--- src/rtl/acr_defs.svh ---
// Constants for the auxiliary control register block.
`ifndef ACR_DEFS_SVH
`define ACR_DEFS_SVH
`define ACR_OFF_AUX 8'ha2
`define ACR_OFF_PTR_LO 8'ha4
`define ACR_OFF_PTR_HI 8'ha8
`define ACR_OFF_PTR_CMD 8'hac
`define ACR_OFF_STATUS 8'hb0
`define ACR_BIT_PSEL 0
`define ACR_BIT_SPARE 1
`define ACR_BIT_ZERO 2
`define ACR_BIT_SOFT_RST 3
`define ACR_BIT_T0_TGL 4
`define ACR_BIT_T1_TGL 5
`define ACR_BIT_BRK_RST 6
`define ACR_BIT_LOW_PWR 7
`define ACR_AUX_RESET 8'h00
`define ACR_AUX_WMASK 8'hfb
`define ACR_CMD_INC 2'h1
`define ACR_CMD_LOAD 2'h2
`define ACR_RST_PULSE 4'h4
`define ACR_RESP_OKAY 2'h0
`define ACR_RESP_SLVERR 2'h2
`endif

--- src/rtl/acr_pkg.sv ---
// Types shared by the auxiliary control register block.
package acr_pkg;
  typedef enum logic [2:0] {
    ACR_IDLE = 3'h1,
    ACR_WRESP = 3'h2,
    ACR_RRESP = 3'h4
  } acr_bus_t;
endpackage

--- src/rtl/acr_ptr_bank.sv ---
// Two 16-bit data pointers with a registered read of the selected one.
module acr_ptr_bank (
  // Clock and reset
  input wire logic i_sys_clk,
  input wire logic i_rst,
  // Control
  input wire logic i_sel,
  input wire logic i_wr_lo,
  input wire logic i_wr_hi,
  input wire logic i_inc,
  input wire logic i_load,
  input wire logic [7:0] i_byte,
  input wire logic [15:0] i_word,
  // Selected pointer
  output logic [15:0] o_ptr
);
  typedef struct packed {
    logic [15:0] p0;
    logic [15:0] p1;
    logic [15:0] rd;
  } acr_bank_t;
  acr_bank_t st, next_st;
  logic [15:0] cur;
  always_comb begin
    next_st = st;
    cur = i_sel ? st.p1 : st.p0;
    // Byte access to selected pointer only.
    if (i_wr_lo) begin
      cur = {cur[15:8], i_byte};
    end
    if (i_wr_hi) begin
      cur = {i_byte, cur[7:0]};
    end
    // Increment and load use selected pointer.
    if (i_inc) begin
      cur = cur + 16'h0001;
    end
    if (i_load) begin
      cur = i_word;
    end
    if (i_sel) begin
      next_st.p1 = cur;
    end else begin
      next_st.p0 = cur;
    end
    next_st.rd = cur;
  end
  always_ff @(posedge i_sys_clk or posedge i_rst) begin
    if (i_rst) begin
      st <= '0;
    end else begin
      st <= next_st;
    end
  end
  assign o_ptr = st.rd;
endmodule

--- src/rtl/acr_aux_ctrl.sv ---
// Auxiliary control register with dual pointers, AXI4-Lite slave.
// Notes on behaviour
// - Bit 0 selects the active data pointer.
// - Bit 1 unused; writing one is harmless.
// - Bit 2 reads zero; increment flips select (nothing here increments this register).
// - Writing bit 3 resets the whole chip.
// - Bit 4 toggles timer zero pin per overflow.
// - Bit 5 toggles timer one pin per overflow.
// - Bit 6 lets break force programming reset.
// - Bit 7 selects low power clocks; resets clear.
// - Unselected pointer is unreachable by software.
// - Pointer instructions use the selected pointer.
// - Byte accesses hit selected pointer only.
`include "acr_defs.svh"
module acr_aux_ctrl (
  // Clock and reset
  input wire logic i_sys_clk,
  input wire logic i_rst,
  // AXI4-Lite write address and data
  input wire logic [7:0] i_awaddr,
  input wire logic i_awvalid,
  output logic o_awready,
  input wire logic [31:0] i_wdata,
  input wire logic [3:0] i_wstrb,
  input wire logic i_wvalid,
  output logic o_wready,
  // AXI4-Lite write response
  output logic [1:0] o_bresp,
  output logic o_bvalid,
  input wire logic i_bready,
  // AXI4-Lite read
  input wire logic [7:0] i_araddr,
  input wire logic i_arvalid,
  output logic o_arready,
  output logic [31:0] o_rdata,
  output logic [1:0] o_rresp,
  output logic o_rvalid,
  input wire logic i_rready,
  // Core pointer operations
  input wire logic i_core_inc,
  input wire logic i_core_load,
  input wire logic [15:0] i_core_word,
  output logic [15:0] o_core_ptr,
  // Timer overflow and UART break events
  input wire logic i_t0_ovf,
  input wire logic i_t1_ovf,
  input wire logic i_uart_break,
  // Pins and chip controls
  output logic o_timer_zero_toggle_pin,
  output logic o_timer_one_toggle_pin,
  output logic o_clock_low_power,
  output logic o_chip_reset,
  output logic o_in_system_programming_mode
);
  typedef struct packed {
    acr_pkg::acr_bus_t bus;
    logic [7:0] aux;
    logic aw_got;
    logic w_got;
    logic [7:0] awaddr;
    logic [31:0] wdata;
    logic [3:0] wstrb;
    logic [1:0] bresp;
    logic [31:0] rdata;
    logic [1:0] rresp;
    logic t0_pin;
    logic t1_pin;
    logic [3:0] rst_cnt;
    logic prog;
  } acr_state_t;
  acr_state_t st, next_st;
  logic ev_t0_s1, ev_t0_s2, ev_t1_s1, ev_t1_s2, brk_s1, brk_s2;
  logic t0_prev, t1_prev;
  logic pb_wr_lo, pb_wr_hi, pb_inc, pb_load;
  logic [7:0] pb_byte;
  logic [15:0] pb_word;
  logic [15:0] sel_ptr;

  // Register offsets are decoded on the word address.
  function automatic logic is_reg(input logic [7:0] a, input logic [7:0] r);
    is_reg = (a[7:2] == r[7:2]);
  endfunction

  function automatic logic mapped(input logic [7:0] a);
    mapped = is_reg(a, `ACR_OFF_AUX) | is_reg(a, `ACR_OFF_PTR_LO) |
             is_reg(a, `ACR_OFF_PTR_HI) | is_reg(a, `ACR_OFF_PTR_CMD) |
             is_reg(a, `ACR_OFF_STATUS);
  endfunction

  // Timer and break events come from other blocks on their own pins.
  always_ff @(posedge i_sys_clk or posedge i_rst) begin
    if (i_rst) begin
      ev_t0_s1 <= 1'b0;
      ev_t0_s2 <= 1'b0;
      ev_t1_s1 <= 1'b0;
      ev_t1_s2 <= 1'b0;
      brk_s1 <= 1'b0;
      brk_s2 <= 1'b0;
      t0_prev <= 1'b0;
      t1_prev <= 1'b0;
    end else begin
      ev_t0_s1 <= i_t0_ovf;
      ev_t0_s2 <= ev_t0_s1;
      ev_t1_s1 <= i_t1_ovf;
      ev_t1_s2 <= ev_t1_s1;
      brk_s1 <= i_uart_break;
      brk_s2 <= brk_s1;
      t0_prev <= ev_t0_s2;
      t1_prev <= ev_t1_s2;
    end
  end

  logic aw_fire, w_fire, do_write, ar_fire;
  logic [7:0] wa;
  logic [31:0] wd;
  logic [3:0] ws;
  logic t0_edge, t1_edge;

  assign o_awready = (st.bus == acr_pkg::ACR_IDLE) && !st.aw_got;
  assign o_wready = (st.bus == acr_pkg::ACR_IDLE) && !st.w_got;
  assign o_arready = (st.bus == acr_pkg::ACR_IDLE) && !(st.aw_got || st.w_got)
                     && !(i_awvalid || i_wvalid);
  assign aw_fire = i_awvalid && o_awready;
  assign w_fire = i_wvalid && o_wready;
  assign ar_fire = i_arvalid && o_arready;
  assign do_write = (st.aw_got || aw_fire) && (st.w_got || w_fire);
  assign wa = st.aw_got ? st.awaddr : i_awaddr;
  assign wd = st.w_got ? st.wdata : i_wdata;
  assign ws = st.w_got ? st.wstrb : i_wstrb;
  assign t0_edge = ev_t0_s2 && !t0_prev;
  assign t1_edge = ev_t1_s2 && !t1_prev;

  // Pointer bank steering; a software write and a core operation share
  // one cycle, the core's operation being applied after the byte write.
  always_comb begin
    pb_wr_lo = do_write && ws[0] && is_reg(wa, `ACR_OFF_PTR_LO);
    pb_wr_hi = do_write && ws[0] && is_reg(wa, `ACR_OFF_PTR_HI);
    pb_byte = wd[7:0];
    pb_inc = i_core_inc ||
             (do_write && ws[0] && is_reg(wa, `ACR_OFF_PTR_CMD) &&
              wd[1:0] == `ACR_CMD_INC);
    pb_load = i_core_load ||
              (do_write && ws[0] && ws[1] &&
               is_reg(wa, `ACR_OFF_PTR_CMD) && wd[1:0] == `ACR_CMD_LOAD);
    pb_word = i_core_load ? i_core_word : wd[31:16];
  end

  // Select bit steers the pointer bank.
  acr_ptr_bank u_ptr (
    .i_sys_clk(i_sys_clk),
    .i_rst(i_rst),
    .i_sel(st.aux[`ACR_BIT_PSEL]),
    .i_wr_lo(pb_wr_lo),
    .i_wr_hi(pb_wr_hi),
    .i_inc(pb_inc),
    .i_load(pb_load),
    .i_byte(pb_byte),
    .i_word(pb_word),
    .o_ptr(sel_ptr)
  );

  always_comb begin
    next_st = st;
    if (st.rst_cnt != 4'h0) begin
      next_st.rst_cnt = st.rst_cnt - 4'h1;
    end
    if (aw_fire && !do_write) begin
      next_st.aw_got = 1'b1;
      next_st.awaddr = i_awaddr;
    end
    if (w_fire && !do_write) begin
      next_st.w_got = 1'b1;
      next_st.wdata = i_wdata;
      next_st.wstrb = i_wstrb;
    end
    case (st.bus)
      acr_pkg::ACR_IDLE: begin
        if (do_write) begin
          next_st.aw_got = 1'b0;
          next_st.w_got = 1'b0;
          next_st.bus = acr_pkg::ACR_WRESP;
          next_st.bresp = mapped(wa) ? `ACR_RESP_OKAY : `ACR_RESP_SLVERR;
          if (is_reg(wa, `ACR_OFF_AUX) && ws[0]) begin
            // Spare bit stored, bit 2 forced zero.
            next_st.aux = wd[7:0] & `ACR_AUX_WMASK;
            // Bit 3 written as one resets chip.
            if (wd[`ACR_BIT_SOFT_RST]) begin
              next_st.rst_cnt = `ACR_RST_PULSE;
            end
          end
        end else if (ar_fire) begin
          next_st.bus = acr_pkg::ACR_RRESP;
          next_st.rresp = mapped(i_araddr) ? `ACR_RESP_OKAY
                                           : `ACR_RESP_SLVERR;
          next_st.rdata = 32'h0000_0000;
          if (is_reg(i_araddr, `ACR_OFF_AUX)) begin
            next_st.rdata = {24'h00_0000, st.aux};
          end
          // Only the selected pointer is readable.
          if (is_reg(i_araddr, `ACR_OFF_PTR_LO)) begin
            next_st.rdata = {24'h00_0000, sel_ptr[7:0]};
          end
          if (is_reg(i_araddr, `ACR_OFF_PTR_HI)) begin
            next_st.rdata = {24'h00_0000, sel_ptr[15:8]};
          end
          if (is_reg(i_araddr, `ACR_OFF_STATUS)) begin
            next_st.rdata = {29'h0000_0000, st.prog, st.t1_pin, st.t0_pin};
          end
        end
      end
      acr_pkg::ACR_WRESP: begin
        if (i_bready) begin
          next_st.bus = acr_pkg::ACR_IDLE;
        end
      end
      acr_pkg::ACR_RRESP: begin
        if (i_rready) begin
          next_st.bus = acr_pkg::ACR_IDLE;
        end
      end
      default: begin
        next_st.bus = acr_pkg::ACR_IDLE;
      end
    endcase
    // Timer zero overflow toggles its pin.
    if (st.aux[`ACR_BIT_T0_TGL] && t0_edge) begin
      next_st.t0_pin = !st.t0_pin;
    end
    // Timer one overflow toggles its pin.
    if (st.aux[`ACR_BIT_T1_TGL] && t1_edge) begin
      next_st.t1_pin = !st.t1_pin;
    end
    // A break held high restarts the pulse every cycle, so the reset
    // lasts as long as the break plus three cycles, one less than a full pulse.
    // Enabled break forces programming reset.
    if (st.aux[`ACR_BIT_BRK_RST] && brk_s2) begin
      next_st.rst_cnt = `ACR_RST_PULSE;
      next_st.prog = 1'b1;
    end
  end

  // The software reset is a pulse handed to the chip reset generator,
  // which is expected to bring i_rst back and clear this register too.
  always_ff @(posedge i_sys_clk or posedge i_rst) begin
    if (i_rst) begin
      st <= '0;
      st.bus <= acr_pkg::ACR_IDLE;
      // Reset clears the low power bit.
      st.aux <= `ACR_AUX_RESET;
    end else begin
      st <= next_st;
    end
  end

  assign o_bresp = st.bresp;
  assign o_bvalid = (st.bus == acr_pkg::ACR_WRESP);
  assign o_rdata = st.rdata;
  assign o_rresp = st.rresp;
  assign o_rvalid = (st.bus == acr_pkg::ACR_RRESP);
  assign o_core_ptr = sel_ptr;
  assign o_timer_zero_toggle_pin = st.t0_pin;
  assign o_timer_one_toggle_pin = st.t1_pin;
  // Bit 7 drives the low power clock select.
  assign o_clock_low_power = st.aux[`ACR_BIT_LOW_PWR];
  assign o_chip_reset = (st.rst_cnt != 4'h0);
  assign o_in_system_programming_mode = st.prog;

  // Events are seen after the two synchroniser stages, so a pin pulse
  // reaches these checks two cycles after it arrives at the block.
  AST_ZERO_BIT: assert property (
    @(posedge i_sys_clk) disable iff (i_rst)
    st.aux[`ACR_BIT_ZERO] == 1'b0)
    else $error("Bit 2 of the control register is not zero.");
  AST_AUX_WR: assert property (
    @(posedge i_sys_clk) disable iff (i_rst)
    (do_write && st.bus == acr_pkg::ACR_IDLE && ws[0] &&
     is_reg(wa, `ACR_OFF_AUX)) |=>
    (st.aux[`ACR_BIT_SPARE] == $past(wd[`ACR_BIT_SPARE])))
    else $error("Spare bit did not keep the written value.");
  AST_SOFT_RST: assert property (
    @(posedge i_sys_clk) disable iff (i_rst)
    (do_write && st.bus == acr_pkg::ACR_IDLE && ws[0] &&
     is_reg(wa, `ACR_OFF_AUX) && wd[`ACR_BIT_SOFT_RST])
    |=> o_chip_reset [*4])
    else $error("Software reset pulse missing.");
  AST_T0: assert property (
    @(posedge i_sys_clk) disable iff (i_rst)
    (st.aux[`ACR_BIT_T0_TGL] && t0_edge) |=>
    (o_timer_zero_toggle_pin != $past(o_timer_zero_toggle_pin)))
    else $error("Timer zero pin did not toggle.");
  AST_T0_HOLD: assert property (
    @(posedge i_sys_clk) disable iff (i_rst)
    !(st.aux[`ACR_BIT_T0_TGL] && t0_edge) |=> $stable(st.t0_pin))
    else $error("Timer zero pin moved without overflow.");
  AST_T1: assert property (
    @(posedge i_sys_clk) disable iff (i_rst)
    (st.aux[`ACR_BIT_T1_TGL] && t1_edge) |=>
    (o_timer_one_toggle_pin != $past(o_timer_one_toggle_pin)))
    else $error("Timer one pin did not toggle.");
  AST_T1_HOLD: assert property (
    @(posedge i_sys_clk) disable iff (i_rst)
    !(st.aux[`ACR_BIT_T1_TGL] && t1_edge) |=> $stable(st.t1_pin))
    else $error("Timer one pin moved without overflow.");
  AST_BRK: assert property (
    @(posedge i_sys_clk) disable iff (i_rst)
    (st.aux[`ACR_BIT_BRK_RST] && brk_s2) |=>
    (o_chip_reset && o_in_system_programming_mode))
    else $error("Break did not force programming reset.");
  AST_NOBRK: assert property (
    @(posedge i_sys_clk) disable iff (i_rst)
    (!st.aux[`ACR_BIT_BRK_RST] && !o_in_system_programming_mode) |=>
    !o_in_system_programming_mode)
    else $error("Programming mode set without break enable.");
  AST_LOW_PWR: assert property (
    @(posedge i_sys_clk) disable iff (i_rst)
    (do_write && st.bus == acr_pkg::ACR_IDLE && ws[0] &&
     is_reg(wa, `ACR_OFF_AUX)) |=>
    (o_clock_low_power == $past(wd[`ACR_BIT_LOW_PWR])))
    else $error("Low power output differs from the written bit 7.");
  AST_INC: assert property (
    @(posedge i_sys_clk) disable iff (i_rst)
    (i_core_inc && !pb_load && !pb_wr_lo && !pb_wr_hi &&
     $stable(st.aux[`ACR_BIT_PSEL])) |=>
    (o_core_ptr == $past(o_core_ptr) + 16'h0001))
    else $error("Selected pointer did not increment.");
  AST_KEEP: assert property (
    @(posedge i_sys_clk) disable iff (i_rst)
    (!pb_inc && !pb_load && !pb_wr_lo && !pb_wr_hi &&
     $stable(st.aux[`ACR_BIT_PSEL])) |=> $stable(o_core_ptr))
    else $error("Pointer changed without an operation.");
  AST_BVALID: assert property (
    @(posedge i_sys_clk) disable iff (i_rst)
    (do_write && st.bus == acr_pkg::ACR_IDLE) |=> o_bvalid)
    else $error("Write response not raised.");
  AST_RVALID: assert property (
    @(posedge i_sys_clk) disable iff (i_rst)
    (ar_fire && !do_write && st.bus == acr_pkg::ACR_IDLE) |=> o_rvalid)
    else $error("Read response not raised.");
  AST_RD_LO: assert property (
    @(posedge i_sys_clk) disable iff (i_rst)
    (ar_fire && is_reg(i_araddr, `ACR_OFF_PTR_LO)) |=>
    (o_rdata == {24'h00_0000, $past(o_core_ptr[7:0])}))
    else $error("Low byte read is not from the selected pointer.");
  AST_RD_HI: assert property (
    @(posedge i_sys_clk) disable iff (i_rst)
    (ar_fire && is_reg(i_araddr, `ACR_OFF_PTR_HI)) |=>
    (o_rdata == {24'h00_0000, $past(o_core_ptr[15:8])}))
    else $error("High byte read is not from the selected pointer.");
  COV_SOFT_RST: cover property (@(posedge i_sys_clk) disable iff (i_rst)
    $rose(o_chip_reset));
  COV_T0: cover property (@(posedge i_sys_clk) disable iff (i_rst)
    $changed(o_timer_zero_toggle_pin));
  COV_PROG: cover property (@(posedge i_sys_clk) disable iff (i_rst)
    $rose(o_in_system_programming_mode));
  COV_SWAP: cover property (@(posedge i_sys_clk) disable iff (i_rst)
    $changed(st.aux[`ACR_BIT_PSEL]));
  COV_CMD: cover property (@(posedge i_sys_clk) disable iff (i_rst)
    do_write && is_reg(wa, `ACR_OFF_PTR_CMD));
endmodule

--- config.mk ---
export PLATFORM = sky130hd
export DESIGN_NAME = acr_aux_ctrl
export DESIGN_NICKNAME = d
export VERILOG_FILES = /design/src/rtl/acr_pkg.sv /design/src/rtl/acr_ptr_bank.sv /design/src/rtl/acr_aux_ctrl.sv
export VERILOG_INCLUDE_DIRS = /design/src /design/src/rtl
export SDC_FILE = /design/constraint.sdc
export NUM_CORES = 1
export LEC_CHECK = 0
export ABC_AREA = 1
export BUFFER_PORTS_ARGS = -buffer_cell sky130_fd_sc_hd__buf_2
export CAP_MARGIN = 25
export CORE_MARGIN = 4
export CORE_UTILIZATION = 61
export CTS_BUF_LIST = sky130_fd_sc_hd__clkbuf_2 sky130_fd_sc_hd__clkbuf_4 sky130_fd_sc_hd__clkbuf_8
export CTS_CLUSTER_SIZE = 14
export DETAILED_ROUTE_END_ITERATION = 7
export PLACE_DENSITY = 0.88
export SYNTH_ARGS = -nofsm -noshare
export SYNTH_HDL_FRONTEND = slang
export SYNTH_SLANG_ARGS = --single-unit
--- constraint.sdc ---
create_clock -name i_sys_clk -period 5.3 [get_ports i_sys_clk]
set_input_delay 0.53 -clock i_sys_clk [delete_from_list [all_inputs] [get_ports i_sys_clk]]
set_output_delay 0.53 -clock i_sys_clk [all_outputs]
set_load 0.005 [all_outputs]
==> run_results.csv <==
group,metric,value,unit
layout,multiInputGateArea,2855,um2
clock_tree,root_buffer,"clkbuf_8",
detailed_routing,drc,0,
sta,fin_skew,0.01087,ns
global_routing,track_usage,24.76,%
layout,final_common_cell,"nand2_1",
floorplanning,die_h,112.3,um
power_and_ir_drop,p_per_area,564.4,nW/um2
detailed_routing,drt-initial-drc-count,608,
floorplanning,die-width,112.3,um
detailed_routing,postRouteAntennaNets,0,
floorplanning,coreArea,10460,um2
global_routing,grt_pass1_vias,5260,
clock_tree,cts_hold_buf,0,
yosys,yosys_warnings,0,
global_routing,antenna_found_initial,0,
yosys,ys_types,47,
yosys,syn_area_per_cell,7.666,um2
global_routing,grt_max_degree,67,
yosys,synth-main-ff-cell,"dfrtp_1",
yosys,ys_async_sr_fraction,100.0,%
worst_setup_path,startpoint_type,"flip-flop",
global_routing,overflow,0,
clock_tree,clockBufferDepth,2,
layout,syn_to_final_growth,10.96,%
sta,slew_violations,0,
clock_tree,clkLatencyLatePin,0.43,ns
global_routing,grt_pass1_wl,25170,um
layout,n_fill_cell,841,
worst_setup_path,required,5.65,ns
power_and_ir_drop,report.power.total,4.153,mW
sta,rsz0062_at_grt,"no",
yosys,yosysSeqAreaShare,44.17,%
run_status,status,"completed",
flow_run,drv_cap,0,
placement,gp_congestion,0.8988,
clock_tree,cts_max_level,4,
floorplanning,start_util,63.38,%
clock_tree,postCtsSetupBuffers,0,
yosys,synth_edf_count,0,
worst_setup_path,critPathCaptureType,"flip-flop",
sta,maxSlewHeadroom,44.38,%
floorplanning,rows,37,
layout,ff_latch_area,2929,um2
layout,stdcell_count,1084,
detailed_routing,routed_wl,15370,um
worst_setup_path,cp_max_fo,37,
worst_setup_path,crit_arrival,3.28,ns
layout,final_layout_size_suffix_gt1_share,21.94,%
yosys,synth_area,6631,um2
yosys,postSynthCellCount,865,
sta,tightest_slew,0.8342,ns
sta,max_clock_freq,341.4,MHz
yosys,ys_ff_latch,117,
worst_setup_path,critPathKind,"flip-flop to flip-flop",
clock_tree,cts-resized-gates,0,
sta,min_period,2.929,ns
clock_tree,cts.clk_slew.worst_paths,0.08,ns
power_and_ir_drop,vdd_drop_max,0.2907,mV
layout,final_cell_mix,"nand2_1 (258), dfrtp_1 (116), buf_2 (101)",
layout,num-nets-final,1016,
placement,dp_cells,1051,
detailed_routing,num_vias,5696,
clock_tree,cts_num_sinks,117,
detailed_routing,avgViaCountPerCell,5.255,
sta,hold_viol,0,
placement,port_buffers,101,
placement,place_hpwl,11060,um
power_and_ir_drop,leakage,3.923,nW
floorplanning,design.portCount,142,
hold_path,hold_path_class,"primary input to flip-flop",
clock_tree,numCtsBuffers,17,
detailed_routing,drt-wirelength-per-cell,14.18,um
clock_tree,cts_tree,"yes",
sta,setup_violations,0,
sta,fin_crit_sh,55.27,%
sta,setup_tns,0,ns
detailed_routing,drtPass1Iterations,7,
floorplanning,die_area,12600,um2
layout,antennaDiodeCount,0,
## metrics by stage
stage               hold slack, ns  setup WS [ns]  utilization [%]  cell area (um2)
finish                      0.2090          2.371            70.33             7358
global route                0.1901          2.161            70.33             7358
CTS                         0.1877          2.406            70.28             7353
detailed placement          0.3417          2.490            66.01             6907
global placement            0.3325          2.572            66.01             6907
floorplan                   0.3312          1.671                -             6725
## where the power goes
group / switching, mW / internal, mW / total [mW]
logic: 1.15 / 0.601 / 1.75
clock network: 0.398 / 0.532 / 0.930
registers: 0.213 / 1.26 / 1.47
total: 1.76 / 2.39 / 4.15
## layout make-up
class / count / share of cell area [%]
sequential: 117 / 39.81
multi-input combinational: 586 / 38.80
timing repair buffer: 108 / 7.550
inverter: 105 / 5.458
clock buffer: 19 / 3.384
clock inverter: 13 / 2.687
tap: 136 / 2.313
## critical path, stage by stage (launching register included)
cell	delay, ns
dfrtp_1	0.32
buf_4	0.32
inv_2	0.22
or2_1	0.28
o21ai_2	0.10
inv_1	0.12
a2111oi_1	0.37
a21oi_1	0.11
buf_4	0.23
inv_1	0.28
nand2_1	0.17
nand2_1	0.15
nand2_1	0.06
o21ai_1	0.11
## synth_stat cells, types with 4 or more instances
cell	instances	area share, %
o21ai_2	5	0.66
inv_1	97	5.5
o31ai_1	4	0.45
nand2_1	258	15
o21ai_1	5	0.38
or2_2	6	0.57
nand3_1	35	2.6
nand4_1	8	0.75
clkbuf_1	18	1.0
a21oi_1	24	1.8
nand2_2	18	1.7
nor3_1	6	0.45
a221oi_1	5	0.66
o21ai_0	76	5.7
buf_4	55	6.2
mux2_2	8	1.4
a31oi_1	7	0.66
nor2_1	55	3.1
nor2_4	7	1.2
dfrtp_1	116	44
nor2_2	4	0.38
buf_2	4	0.30
inv_2	7	0.40
## cells by family after synthesis
group / share of synthesized area (%)
simple gates: 27.68
buf+inv: 14.19
compound gates: 11.94
flops: 44.17
mux: 1.509
xor+xnor: 0.2642
fa+ha+maj: 0.1886
other cells: 0.05655
## state kept, by name (all words and copies together), names as in the netlist, 8 cells and up
signal	flops
u_ptr.o_ptr	16
st	47
u_ptr.st	32
o_rdata	8
## routing by layer
metal | wire length (um) | up-vias | track usage (%)
met2 | 6867 | 267 | 38.66
met3 | 1229 | 38 | 5.391
met5 | 0 | - | 0
met4 | 297 | 0 | 7.212
met1 | 6972 | 2593 | 35.05
li1 | - | 2798 | -
## path summary, 6_finish.rpt
kind | start | slack, ns | to | depth (start not counted)
worst min-delay path | i_uart_break | 0.21 | brk_s1 | 1
max in group asynchronous | i_rst | 3.86 | u_ptr.o_ptr[2] | 3
min in group asynchronous | i_rst | 0.26 | st[3] | 2
worst max-delay path | st[87] | 2.37 | u_ptr.st[38] | 13
worst max register to register | st[87] | 2.37 | u_ptr.st[38] | 13
worst min register to register | ev_t1_s1 | 0.35 | ev_t1_s2 | 0
(Power assumes the default switching activity.)
